<file path="src/rtl/tpsr_pkg.sv">
// package of offsets, fields and reset values for the test and self-check register group
`default_nettype none
package tpsr_pkg;
   // ----------------------------------------------------------------
   // register byte addresses (printed offsets are not all word aligned: index x4)
   // ----------------------------------------------------------------
   localparam logic [7:0] TPSR_IDX_PIN_LEVEL = 8'h34;
   localparam logic [7:0] TPSR_IDX_PROBE_BUS = 8'h35;
   localparam logic [7:0] TPSR_IDX_SELF_CHECK = 8'h36;
   localparam logic [7:0] TPSR_IDX_VERSION = 8'h37;
   localparam logic [9:0] TPSR_ADDR_PIN_LEVEL = {TPSR_IDX_PIN_LEVEL, 2'b00};
   localparam logic [9:0] TPSR_ADDR_PROBE_BUS = {TPSR_IDX_PROBE_BUS, 2'b00};
   localparam logic [9:0] TPSR_ADDR_SELF_CHECK = {TPSR_IDX_SELF_CHECK, 2'b00};
   localparam logic [9:0] TPSR_ADDR_VERSION = {TPSR_IDX_VERSION, 2'b00};
   // ----------------------------------------------------------------
   // field positions and reset values
   // ----------------------------------------------------------------
   localparam int TPSR_IO_SELECT_BIT = 7;
   localparam int TPSR_NONLINEAR_BIT = 6;
   localparam logic [7:0] TPSR_PIN_LEVEL_RST = 8'h00;
   localparam logic [7:0] TPSR_SELF_CHECK_RST = 8'h40;
   localparam logic [3:0] TPSR_SELF_TEST_ON = 4'h9;
   localparam logic [3:0] TPSR_SELF_TEST_OFF = 4'h0;
   localparam logic [7:0] TPSR_PIN_LEVEL_WMASK = 8'hfe;
   localparam logic [7:0] TPSR_SELF_CHECK_WMASK = 8'h4f;
   // arbitrary neutral version code, not taken from any part
   localparam logic [7:0] TPSR_VERSION_CODE = 8'h5a;
   localparam int TPSR_NUM_PINS = 7;
   typedef enum logic [1:0] {TPSR_IDLE, TPSR_DATA} tpsr_phase_e;
endpackage
`default_nettype wire

</file>
<file path="src/rtl/tpsr_ctl_if.sv">
// interface carrying register-write strobes from the bus slave to the register core
`default_nettype none
interface tpsr_ctl_if;
   logic wr_pin_level;
   logic wr_self_check;
   logic [7:0] wdata;
   logic [9:0] addr;
   logic [7:0] rdata;
   modport slave (output wr_pin_level, output wr_self_check, output wdata, output addr,
      input rdata);
   modport core (input wr_pin_level, input wr_self_check, input wdata, input addr,
      output rdata);
endinterface
`default_nettype wire

</file>
<file path="src/rtl/tpsr_ahb_slave.sv">
// AHB-Lite slave front end: address-phase capture and write strobes
`default_nettype none
module tpsr_ahb_slave
   import tpsr_pkg::*;
(
   input wire logic clk,
   input wire logic rst_n,
   input wire logic hsel,
   input wire logic [31:0] haddr,
   input wire logic [1:0] htrans,
   input wire logic hwrite,
   input wire logic [31:0] hwdata,
   input wire logic hready,
   output logic [31:0] hrdata,
   tpsr_ctl_if.slave ctl
);
   tpsr_phase_e phase_q;
   tpsr_phase_e phase_d;
   logic wr_q;
   logic [9:0] addr_q;
   logic [31:0] hrdata_q;
   wire take = hsel && hready && htrans[1];
   wire wr_now = (phase_q == TPSR_DATA) && wr_q;
   wire rd_take = take && !hwrite;

   assign phase_d = take ? TPSR_DATA : TPSR_IDLE;
   // read decode looks at the address phase so the data phase carries the answer
   assign ctl.addr = take ? haddr[9:0] : addr_q;
   assign ctl.wdata = hwdata[7:0];
   assign ctl.wr_pin_level = wr_now && (addr_q == TPSR_ADDR_PIN_LEVEL);
   assign ctl.wr_self_check = wr_now && (addr_q == TPSR_ADDR_SELF_CHECK);
   assign hrdata = hrdata_q;

   // read data is captured at the address-phase edge so it stands through the
   // whole data phase with zero wait states; a read right behind a write to the
   // same register sees the old value
   always_ff @(posedge clk or negedge rst_n)
   begin
      if (!rst_n)
      begin
         phase_q <= TPSR_IDLE;
         wr_q <= 1'b0;
         addr_q <= 10'h000;
         hrdata_q <= 32'h0000_0000;
      end
      else
      begin
         phase_q <= phase_d;
         if (take)
         begin
            wr_q <= hwrite;
            addr_q <= haddr[9:0];
         end
         hrdata_q <= rd_take ? {24'h000000, ctl.rdata} : 32'h0000_0000;
      end
   end
endmodule
`default_nettype wire

</file>
<file path="src/rtl/tpsr_top.sv">
// test port, probe bus view, self-check control and version registers
// ----------------------------------------------------------------
// ----------------------------------------------------------------
`default_nettype none
module tpsr_top
   import tpsr_pkg::*;
(
   input wire logic REF_CLK,
   input wire logic RST_N,
   input wire logic HSEL,
   input wire logic [31:0] HADDR,
   input wire logic [1:0] HTRANS,
   input wire logic HWRITE,
   input wire logic [2:0] HSIZE,
   input wire logic [31:0] HWDATA,
   input wire logic HREADY,
   output logic HREADYOUT,
   output logic HRESP,
   output logic [31:0] HRDATA,
   input wire logic [7:0] PIN_ENABLE_REGISTER,
   input wire logic [7:0] PROBE_BUS,
   input wire logic SELF_TEST_CMD,
   input wire logic [6:0] TEST_PORT_PINS_IN,
   output logic [6:0] TEST_PORT_PINS_OUT,
   output logic [6:0] TEST_PORT_PINS_OE,
   output logic RECEIVER_NONLINEAR,
   output logic THRESHOLD_NONLINEAR,
   output logic SELF_TEST_ENABLED,
   output logic SELF_TEST_RUN
);
   tpsr_ctl_if ctl ();
   logic [7:0] pin_level_q;
   logic [7:0] self_check_q;
   logic [6:0] pins_out_q;
   logic [6:0] pins_oe_q;
   logic nonlin_q;
   logic st_en_q;
   logic st_run_q;
   logic [31:0] hrdata_w;

   // ----------------------------------------------------------------
   // bus slave
   // ----------------------------------------------------------------
   tpsr_ahb_slave u_slave (
      .clk(REF_CLK),
      .rst_n(RST_N),
      .hsel(HSEL),
      .haddr(HADDR),
      .htrans(HTRANS),
      .hwrite(HWRITE),
      .hwdata(HWDATA),
      .hready(HREADY),
      .hrdata(hrdata_w),
      .ctl(ctl.slave)
   );

   // ----------------------------------------------------------------
   // decode and read mux
   // ----------------------------------------------------------------
   wire io_mode = pin_level_q[TPSR_IO_SELECT_BIT];
   // io mode shows live pins 5..0 in bits 6..1; bit 0 is reserved and reads zero
   wire [7:0] pin_read = io_mode ? {pin_level_q[7], TEST_PORT_PINS_IN[5:0], 1'b0}
                                 : pin_level_q;
   wire [7:0] pin_level_d = (ctl.wdata & TPSR_PIN_LEVEL_WMASK);
   wire [7:0] self_check_d = (ctl.wdata & TPSR_SELF_CHECK_WMASK);
   wire st_field_on = (self_check_q[3:0] == TPSR_SELF_TEST_ON);
   wire [7:0] drive_en = {1'b0, PIN_ENABLE_REGISTER[6:1], 1'b0};
   wire [7:0] rd_mux;
   assign rd_mux = (ctl.addr == TPSR_ADDR_PIN_LEVEL) ? pin_read :
                   (ctl.addr == TPSR_ADDR_PROBE_BUS) ? PROBE_BUS :
                   (ctl.addr == TPSR_ADDR_SELF_CHECK) ? self_check_q :
                   (ctl.addr == TPSR_ADDR_VERSION) ? TPSR_VERSION_CODE :
                   8'h00;
   assign ctl.rdata = rd_mux;

   // ----------------------------------------------------------------
   // registers
   // ----------------------------------------------------------------
   always_ff @(posedge REF_CLK or negedge RST_N)
   begin
      if (!RST_N)
      begin
         pin_level_q <= TPSR_PIN_LEVEL_RST;
         self_check_q <= TPSR_SELF_CHECK_RST;
      end
      else
      begin
         if (ctl.wr_pin_level)
            pin_level_q <= pin_level_d;
         if (ctl.wr_self_check)
            self_check_q <= self_check_d;
      end
   end

   // ----------------------------------------------------------------
   // pin drive and control outputs, all registered
   // ----------------------------------------------------------------
   always_ff @(posedge REF_CLK or negedge RST_N)
   begin
      if (!RST_N)
      begin
         pins_out_q <= 7'h00;
         pins_oe_q <= 7'h00;
         nonlin_q <= 1'b0;
         st_en_q <= 1'b0;
         st_run_q <= 1'b0;
      end
      else
      begin
         pins_out_q <= pin_level_q[7:1];
         pins_oe_q <= io_mode ? drive_en[7:1] : 7'h00;
         nonlin_q <= self_check_q[TPSR_NONLINEAR_BIT];
         st_en_q <= st_field_on;
         // command only honoured while the field holds the enable code
         st_run_q <= SELF_TEST_CMD && st_field_on;
      end
   end

   assign TEST_PORT_PINS_OUT = pins_out_q;
   assign TEST_PORT_PINS_OE = pins_oe_q;
   assign RECEIVER_NONLINEAR = nonlin_q;
   assign THRESHOLD_NONLINEAR = nonlin_q;
   assign SELF_TEST_ENABLED = st_en_q;
   assign SELF_TEST_RUN = st_run_q;
   assign HRDATA = hrdata_w;
   assign HREADYOUT = 1'b1;
   assign HRESP = 1'b0;
endmodule
`default_nettype wire

</file>
<file path="config.mk">
export PLATFORM = sky130hd
export DESIGN_NAME = tpsr_top
export DESIGN_NICKNAME = d
export VERILOG_FILES = /design/src/rtl/tpsr_pkg.sv /design/src/rtl/tpsr_ctl_if.sv /design/src/rtl/tpsr_ahb_slave.sv /design/src/rtl/tpsr_top.sv
export SDC_FILE = /design/constraint.sdc
export NUM_CORES = 1
export LEC_CHECK = 0
export BUFFER_PORTS_ARGS = -buffer_cell sky130_fd_sc_hd__buf_2
export CORE_MARGIN = 4
export CORE_UTILIZATION = 45
export CTS_CLUSTER_SIZE = 24
export DETAILED_ROUTE_END_ITERATION = 12
export PLACE_DENSITY = 0.91
export SLEW_MARGIN = 20
export SYNTH_ARGS = -nofsm -noshare
export SYNTH_HDL_FRONTEND = slang
export SYNTH_HIERARCHICAL = 1
export SYNTH_SLANG_ARGS = --single-unit
</file>
<file path="constraint.sdc">
create_clock -name REF_CLK -period 5.75 [get_ports REF_CLK]
set_clock_uncertainty 0.2 [all_clocks]
set_input_delay 0.2875 -clock REF_CLK [delete_from_list [all_inputs] [get_ports REF_CLK]]
set_output_delay 0.2875 -clock REF_CLK [all_outputs]
set_load 0.05 [all_outputs]
</file>
==> impl_metrics.yaml, run 1 <==
status:
  status: "completed"
routing:
  routed_wl_um: 4250
  wl_met2_um: 2230
  wl_met1_um: 1600
  drt_iter0_markers: 64
  ant_nets: 0
  route.met3.wl_um: 342
  dr.pass1.iters: 5
  routedWlPerCell_um: 13.8
  vias_per_cell: 4.53
  drc: 0
  vias: 1396
  dr.max_layer_used: "met4"
sta:
  max_freq_ghz: 0.425
  whs_ns: 0.00606
  drv_slew: 0
  maxSlewHeadroom_pct: 47.3
  final.period_utilization_pct: 41.0
  worstMarginPinSlew_ns: 0.785
  setup_ws_ns: 3.39
  hold_violations: 0
  finalCriticalPeriod_ns: 2.36
  finalSetupTns_ns: 0
  setup_viol: 0
  grt_setup_unrepaired: "no"
pwr:
  power.share.sequential_pct: 49.3
  clkPwrFrac_pct: 34.0
  p_int_mw: 0.536
  sw_frac_of_total_pct: 27.4
  cellLeakagePower_nw: 1.39
  p_sw_mw: 0.202
  pwr-share-comb_pct: 16.7
  vdd_ir_drop_max_uv: 94.1
  power_density_nw_per_um2: 283
  power_mw: 0.738
die:
  die_w_um: 77.9
  io_pins: 150
  die_y_um: 77.9
  dieArea_um2: 6070
  rows: 25
  core_area_um2: 4720
  start_util_pct: 46.6
synthesis:
  netlist_instances: 177
  ys_ff_latch: 48
  synth_top_flop_cell: "dfrtp_1"
  synthArstFlopShare_pct: 100
  postSynthAreaPerCell_um2: 12.4
  synth.distinct_cells: 31
  yosysSeqAreaShare_pct: 54.6
  synth-edff-count: 0
  yosys_warnings: 6
  syn-cell-area_um2: 2200
clock_tree:
  numCtsBuffers: 5
  postCtsSetupBuffers: 0
  clock_latency_ns: 0.30
  clock-root-buffer: "clkbuf_8"
  cts_resized: 0
  cts_sinks: 48
  cts-htree-levels: 2
  cts_tree: "yes"
  cts_buffer_depth: 2
  clk_pin_slew_worst_paths_ns: 0.08
setup_path:
  crit_type: "input port to flop"
  critPathMaxFanout: 12
  cp-start-kind: "input port"
  cp_data_arrival_time_ns: 2.39
  end_kind: "flop"
  cp.required_ns: 5.79
cells_and_area:
  final_cell_mix: "68 x buf_2, 47 x dfrtp_1, 27 x conb_1"
  final_common_cell: "buf_2"
  diodes: 0
  instances_no_fill: 308
  drive_above_1_share_pct: 41.1
  fill_cells: 403
  syn_to_final_growth_pct: 18.5
  nNetsFinal: 338
grt:
  grt_pass1_wl_um: 6560
  overflow: 0
  track_usage_pct: 14.1
  grt_pass1_vias: 1405
  grt_max_degree: 49
  antenna_found_initial: 0
place:
  gp_congestion: 0.737
  dp.cells: 294
  place_worst_setup_slack_ns: 3.07
  io_buffers: 69
  dpl.hpwl_um: 3130
flow_run:
  maxCapViolations: 0
min_path:
  hp-class: "input port to flop"
state kept, by name, indices dropped and copies added, names as in the netlist:
name,cells
RECEIVER_NONLINEAR,1
pin_level_q,7
u_slave/wr_q,1
u_slave/hrdata,8
TEST_PORT_PINS_OUT,7
TEST_PORT_PINS_OE,6
SELF_TEST_RUN,1
SELF_TEST_ENABLED,1
self_check_q,5
u_slave/addr_q,10
u_slave/phase_q,1
power by group through the flow:
stage	Combinational [mW]	Clock [mW]	Sequential (mW)
final	0.123	0.251	0.364
after global routing	0.133	0.272	0.366
after CTS	0.123	0.256	0.363
after detailed placement	0.120	0	0.370
after global placement	0.116	0	0.369
after floorplan	0.105	0	0.370
Yosys cell counts, drive strengths merged (2+ instances only):
cell / instances / share of area, %
dfrtp: 47 / 53
buf: 39 / 13
mux2: 24 / 12
and2: 15 / 4.3
mux2i: 6 / 2.7
nor2: 5 / 0.85
nor3: 5 / 1.1
clkbuf: 4 / 0.68
a21oi: 3 / 0.68
conb: 3 / 0.51
a211oi: 2 / 0.68
inv: 2 / 0.34
nand2: 2 / 0.34
nand3b: 2 / 0.68
nand4bb: 2 / 1.0
nor3b: 2 / 0.68
o22a: 2 / 0.80
what timing repair did:
item | in CTS | in global routing
setup endpoints to repair | 0 | 0
endpoints found under the hold margin | 52 | 0
hold buffers | 6 | 0
metal layers:
| metal | up-vias | GRT usage, % |
|---|---|---|
| met2 | 59 | 24.7 |
| met3 | 7 | 4.52 |
| met1 | 675 | 15.2 |
| li1 | 655 | - |
| met4 | 0 | 6.82 |
| met5 | - | 0 |
path summary, 6_finish.rpt:
kind	endpoint	depth (start not counted)	startpoint	slack [ns]
max	u_slave/hrdata[3]	7	HSEL	3.39
max reg2reg	self_check_q[2]	3	u_slave/addr_q[1]	3.40
min	TEST_PORT_PINS_OE[0]	2	PIN_ENABLE_REGISTER[1]	0.006
min in group asynchronous	TEST_PORT_PINS_OUT[6]	2	RST_N	0.32
min reg2reg	TEST_PORT_PINS_OUT[2]	0	pin_level_q[3]	0.21
max in group asynchronous	self_check_q[2]	2	RST_N	4.62
worst max-delay path, stage by stage:
cell and delay (ns):
buf_2 0.11, nand3_1 0.41, mux2_2 0.42, nor4b_2 0.31, nand4_2 0.28, a2111oi_2 0.38, and2_1 0.18
area by class of cell:
| type | count | area [um^2] | share of cell area [%] |
|---|---|---|---|
| multi-input cells | 108 | 786 | 30.1 |
| inverters | 2 | 7.51 | 0.288 |
| repair buffers | 75 | 408 | 15.6 |
| well taps | 67 | 83.8 | 3.21 |
| clock buffers | 6 | 82.6 | 3.17 |
| clock inverters | 2 | 38.8 | 1.49 |
| flip-flops and latches | 48 | 1200 | 46.1 |
logic make-up (layout without fill, tap and decap cells):
family	count (synthesis)	count (layout)	synth area share (%)
other	3	27	0.512
multiplexers	30	30	15.0
flip-flops	48	48	54.6
AO/OA/AOI/OAI	10	10	3.52
buffers and inverters	45	85	14.0
AND/OR/NAND/NOR	41	41	12.3
through the flow:
step,area (um^2),utilization [%]
floorplan,2290,-
global placement,2420,51.2
detailed placement,2420,51.3
CTS,2610,55.2
global route,2610,55.2
finish,2610,55.2
(Power assumes the default switching activity.)
==> inputs of run 2 (changes only) <==
--- a/config.mk
+++ b/config.mk
@@ -7,10 +7,10 @@
 export LEC_CHECK = 0
 export BUFFER_PORTS_ARGS = -buffer_cell sky130_fd_sc_hd__buf_2
 export CORE_MARGIN = 4
-export CORE_UTILIZATION = 45
+export CORE_UTILIZATION = 41
 export CTS_CLUSTER_SIZE = 24
 export DETAILED_ROUTE_END_ITERATION = 12
-export PLACE_DENSITY = 0.91
+export PLACE_DENSITY = 0.84
 export SLEW_MARGIN = 20
 export SYNTH_ARGS = -nofsm -noshare
 export SYNTH_HDL_FRONTEND = slang
==> constraint.sdc (replaced) <==
create_clock -name REF_CLK -period 2.3 [get_ports REF_CLK]
set_clock_uncertainty 0.2 [all_clocks]
set_input_delay 0.115 -clock REF_CLK [delete_from_list [all_inputs] [get_ports REF_CLK]]
set_output_delay 0.115 -clock REF_CLK [all_outputs]
set_load 0.05 [all_outputs]
==> run 2 against run 1 <==
Net effect:
- final cell count grew 9.4%
- clock-buffer cell count is the same
- register-to-register slack lost 3.1 ns
- design area grew 9.1%
- combinational power grew to 2.8 times the previous value
- critical endpoint unchanged
- largest cell class unchanged
==> impl_metrics.yaml, run 2 (synthesis gave the netlist of run 1 again) <==
setup_path:
  cp-start-kind: "input port"
  crit_type: "input port to flop"
  end_kind: "flop"
  cp.required_ns: 2.34
  critPathMaxFanout: 2
  cp_data_arrival_time_ns: 2.10
grt:
  grt_pass1_wl_um: 7240
  grt_max_degree: 34
  antenna_found_initial: 1
  overflow: 0
  grt_pass1_vias: 1530
  track_usage_pct: 14.8
pwr:
  power.share.sequential_pct: 48.3
  sw_frac_of_total_pct: 27.1
  p_int_mw: 1.37
  p_sw_mw: 0.510
  power_mw: 1.88
  power_density_nw_per_um2: 661
  pwr-share-comb_pct: 18.4
  clkPwrFrac_pct: 33.3
  vdd_ir_drop_max_uv: 284
  cellLeakagePower_nw: 1.50
place:
  gp_congestion: 0.740
  placed_area_um2: 2480
  dpl.hpwl_um: 3420
  io_buffers: 69
die:
  die_w_um: 81.3
  io_pins: 150
  core_area_um2: 5140
  rows: 26
  die_y_um: 81.3
  start_util_pct: 42.8
  dieArea_um2: 6600
flow_run:
  maxCapViolations: 0
cells_and_area:
  fin_area_um2: 2850
  drive_above_1_share_pct: 39.7
  nNetsFinal: 364
  final_cell_mix: "69 x buf_2, 47 x dfrtp_1, 27 x conb_1"
  largest_reg_flops: 10
  syn_to_final_growth_pct: 29.3
  final_common_cell: "buf_2"
  diodes: 0
  top_register: "u_slave/addr_q"
status:
  status: "completed"
routing:
  dr.max_layer_used: "met5"
  wl_met1_um: 1710
  dr.pass1.iters: 6
  route.met3.wl_um: 372
  vias_per_cell: 4.52
  wl_met2_um: 2500
  ant_nets: 0
  routedWlPerCell_um: 13.8
  drc: 0
  drt_iter0_markers: 84
  vias: 1522
  routed_wl_um: 4650
sta:
  maxSlewHeadroom_pct: 53.3
  final.period_utilization_pct: 89.6
  drv_slew: 0
  hold_violations: 0
  setup_viol: 0
  whs_ns: 0.0165
  finalCriticalPeriod_ns: 2.06
  grt_setup_unrepaired: "no"
  finalSetupTns_ns: 0
  max_freq_ghz: 0.485
  worstMarginPinSlew_ns: 0.701
clock_tree:
  clock-root-buffer: "clkbuf_8"
  cts_buffer_depth: 2
  clk_pin_slew_worst_paths_ns: 0.09
  cts_sinks: 48
  cts_tree: "yes"
  numCtsBuffers: 5
  cts-htree-levels: 2
  clock_latency_ns: 0.30
  cts_resized: 0
min_path:
  hp-class: "input port to flop"
[run 2: repair_timing]
action	4_1_cts	5_1_grt
setup buffers	0	0
hold buffers	24	0
hold endpoints to repair	58	0
[run 2: area by class of cell]
type                            instances  area [um^2]
Multi-Input combinational cell        108          781
Clock buffer                            6         82.6
Timing Repair Buffer                  101          646
Clock inverter                          2         38.8
Inverter                                2         7.51
Sequential cell                        48         1200
Tap cell                               70         87.6
Fill cell                             446         2290
[run 2: per-stage QoR]
step,std cells,setup slack (ns),utilization [%]
finish,337,0.239,55.4
global route,337,0.154,55.4
CTS,337,0.242,55.4
detailed placement,305,0.132,48.3
global placement,305,0.193,48.3
floorplan,201,0.247,-
[run 2: final timing paths]
path | end | cells after the start | startpoint | slack, ns
max | u_slave/hrdata[3] | 7 | HADDR[1] | 0.24
min | u_slave/hrdata[0] | 4 | PROBE_BUS[0] | 0.02
max reg2reg | pin_level_q[2] | 4 | u_slave/addr_q[1] | 0.26
min reg2reg | TEST_PORT_PINS_OUT[0] | 0 | pin_level_q[1] | 0.20
max in group asynchronous | u_slave/addr_q[1] | 3 | RST_N | 1.02
min in group asynchronous | TEST_PORT_PINS_OUT[4] | 2 | RST_N | 0.19
[run 2: power groups by stage]
stage               Sequential [mW]  Clock (mW)  Combinational, mW
floorplan                     0.926           0              0.262
global placement              0.921           0              0.303
detailed placement            0.924           0              0.312
CTS                           0.908       0.641              0.344
global route                  0.915       0.678              0.370
finish                        0.909       0.627              0.346
[run 2: critical path, cell delays in order]
cell and delay (ns):
dlygate4sd3_1 0.55, buf_2 0.13, mux2_2 0.28, nor4b_2 0.33, nand4_2 0.17, a2111oi_2 0.34
and2_1 0.18
[run 2: routing by layer]
metal,vias to the layer above,track usage (%)
met3,8,5.43
met2,54,27.0
met5,-,0
met4,2,5.07
li1,712,-
met1,746,15.4
==> inputs of run 3 (changes only) <==
--- a/config.mk
+++ b/config.mk
@@ -5,12 +5,14 @@
 export SDC_FILE = /design/constraint.sdc
 export NUM_CORES = 1
 export LEC_CHECK = 0
+export ABC_AREA = 1
 export BUFFER_PORTS_ARGS = -buffer_cell sky130_fd_sc_hd__buf_2
+export CORE_ASPECT_RATIO = 0.7
 export CORE_MARGIN = 4
-export CORE_UTILIZATION = 41
+export CORE_UTILIZATION = 42
 export CTS_CLUSTER_SIZE = 24
 export DETAILED_ROUTE_END_ITERATION = 12
-export PLACE_DENSITY = 0.84
+export PLACE_DENSITY = 0.89
 export SLEW_MARGIN = 20
 export SYNTH_ARGS = -nofsm -noshare
 export SYNTH_HDL_FRONTEND = slang
==> run 3 against run 2 <==
Net effect:
- register-to-register slack got worse by 0.096 ns
- design area is 6.6% higher
- maximum frequency is 3.5% lower
- largest power group unchanged
- utilization is 1.7 points higher
- total power fell by 2.8%
- wire length rose by 18%
- critical path type is now flop to flop
- clock power fell by 16%
- final cell count up 31%
- flip-flop and latch count is the same
- sequential power shrank 0.8%
- critical path depth grew 3
- highest routed layer is now met4
- die area rose by 4.0%
==> impl_metrics.yaml, run 3 <==
status:
  status: "completed"
pwr:
  power_mw: 1.83
  power_density_nw_per_um2: 603
  vdd_ir_drop_max_uv: 279
  cellLeakagePower_nw: 1.64
grt:
  antenna_found_initial: 0
  grt_pass1_vias: 1955
  grt_pass1_wl_um: 8960
  overflow: 0
  track_usage_pct: 16.3
  grt_max_degree: 33
synthesis:
  synthArstFlopShare_pct: 100
  synthTopCellsByArea: "dfrtp_1 50%, buf_4 12%, nand2_1 11%"
  syn-cell-area_um2: 2350
  yosysSeqAreaShare_pct: 51.2
  netlist_instances: 273
  yosys_warnings: 6
  yosysMostFrequentCell: "nand2_1"
  postSynthAreaPerCell_um2: 8.60
  synth_top_area_share_pct: 50.1
  synth_top_flop_cell: "dfrtp_1"
  yosys.area.top_type: "dfrtp_1"
  yosys-top-cells-count: "70 x nand2_1, 47 x dfrtp_1, 38 x buf_4, 38 x inv_1, 21 x o21ai_0"
  ys_ff_latch: 48
  synth.distinct_cells: 25
  synth-edff-count: 0
sta:
  worstMarginPinSlew_ns: 0.895
  finalCriticalPeriod_ns: 2.14
  hold_violations: 0
  finalSetupTns_ns: 0
  grt_setup_unrepaired: "no"
  maxSlewHeadroom_pct: 39.7
  drv_slew: 0
  final.period_utilization_pct: 92.9
  setup_viol: 0
  max_freq_ghz: 0.468
die:
  die_y_um: 70.6
  io_pins: 150
  core_area_um2: 5310
  start_util_pct: 44.2
  rows: 22
  die_w_um: 97.4
  dieArea_um2: 6870
routing:
  drt_iter0_markers: 101
  vias: 1914
  routed_wl_um: 5510
  drc: 0
  routedWlPerCell_um: 12.4
  ant_nets: 0
  vias_per_cell: 4.32
  dr.pass1.iters: 4
setup_path:
  crit_family: "compound AO/OA/AOI/OAI gates"
  rrSetupSlack_ns: 0.16
  slowest_stage: "o21ai_0"
  critPathMaxFanout: 8
  cp_num_cells: 10
  slowest_delay_ns: 0.71
  cp_data_arrival_time_ns: 2.16
  crit_chain: "inv_1 > o21ai_0 > inv_2 > nand2_4 > inv_2 > nor2_2 > nand2_1 > nand2_1 > inv_1 > nor2_1"
  cp-start-kind: "flop"
  rr_startpoint: "u_slave/addr_q[3]"
  r2r_cells: 10
  reg2reg_to: "u_slave/hrdata[1]"
  end_kind: "flop"
  cp.required_ns: 2.33
  crit_path_start: "u_slave/addr_q[3]"
  critPathBufInv: 4
  crit_type: "flop to flop"
cells_and_area:
  fill_cells: 453
  final_common_cell: "nand2_1"
  syn_to_final_growth_pct: 29.1
  nNetsFinal: 468
  largest_reg_flops: 10
  top_register: "u_slave/addr_q"
  final_cell_mix: "70 x nand2_1, 69 x buf_2, 47 x dfrtp_1"
  diodes: 0
  drive_above_1_share_pct: 26.7
place:
  dpl.hpwl_um: 3780
  io_buffers: 69
  gp_congestion: 0.839
min_path:
  holdPathEnd: "u_slave/hrdata[3]"
  whs_path_depth: 7
  hp-class: "input port to flop"
  hold_start: "TEST_PORT_PINS_IN[2]"
clock_tree:
  postCtsSetupBuffers: 0
  clk_pin_slew_worst_paths_ns: 0.09
  clock_latency_ns: 0.30
  cts-htree-levels: 2
  cts_sinks: 48
  clock-root-buffer: "clkbuf_8"
  cts_tree: "yes"
  cts_buffer_depth: 2
  numCtsBuffers: 5
flow_run:
  maxCapViolations: 0
[run 3: cell types whose count changed in the layout (fill, tap and decap cells not counted), sizes merged, moves of 4 or more]
cell | previous run | this run
nor3 | 5 | 0
and2 | 15 | 1
dlygate4sd3 | 24 | 35
nand4 | 1 | 5
mux2 | 24 | 2
mux2i | 6 | 0
nand2 | 2 | 74
inv | 2 | 45
o21ai | 1 | 23
nor2 | 5 | 25
buf | 77 | 72
[run 3: metal layers]
layer	global-route usage, %	wire (um)
met1	20.3	2210
met2	27.6	2740
met3	4.93	465
met4	5.07	83
met5	0	0
[run 3: layout make-up]
cell class	instances	area, um^2	share of cell area, %
Multi-Input combinational cell	164	756	24.9
Clock buffer	6	82.6	2.72
Clock inverter	2	13.8	0.454
Timing Repair Buffer	107	718	23.7
Sequential cell	48	1200	39.6
Tap cell	72	90.1	2.97
Inverter	44	170	5.61
[run 3: worst max-delay path by stage]
stage | endpoint | slack (ns)
after floorplan | u_slave/hrdata[3] | 0.54
after global placement | u_slave/hrdata[3] | 0.29
after detailed placement | u_slave/hrdata[1] | 0.24
after CTS | u_slave/hrdata[1] | 0.24
after global routing | u_slave/hrdata[1] | 0.02
final | u_slave/hrdata[1] | 0.16
[run 3: through the flow]
| stage | util (%) | cells | cell area [um^2] | hold WS [ns] | setup slack, ns |
|---|---|---|---|---|---|
| 5_1_grt | 57.1 | 443 | 3030 | 0.0705 | 0.0191 |
| 3_3_place_gp | 48.7 | 400 | 2590 | -0.162 | 0.291 |
| 3_5_place_dp | 48.7 | 400 | 2590 | -0.156 | 0.237 |
| 2_1_floorplan | - | 297 | 2440 | -0.381 | 0.535 |
| 4_1_cts | 57.1 | 443 | 3030 | 0.0391 | 0.238 |
| 6_report | 57.1 | 443 | 3030 | 0.0337 | 0.164 |
[run 3: where the power goes]
group | internal, mW | switching, mW
Sequential | 0.884 | 0.0187
Clock | 0.246 | 0.280
Combinational | 0.123 | 0.276
[run 3: worst min-delay path: stages]
cell and delay, ns:
buf_2 0.09, nand2_1 0.05, o21ai_1 0.06, nand2_1 0.06
nand2_1 0.04, inv_1 0.05, nor2_1 0.04
[run 3: cells by family (layout without fill, tap and decap cells)]
group / after synthesis / count (layout) / share of synthesized area (%)
multiplexers: 2 / 2 / 0.959
AND/OR/NAND/NOR: 109 / 109 / 21.4
other: 3 / 27 / 0.479
AO/OA/AOI/OAI: 26 / 26 / 5.54
buffers and inverters: 85 / 159 / 20.5
flip-flops: 48 / 48 / 51.2
[run 3: what timing repair did]
action,in CTS,in global routing
hold endpoints to repair,85,0
hold buffers,35,0
gates resized for setup,0,0
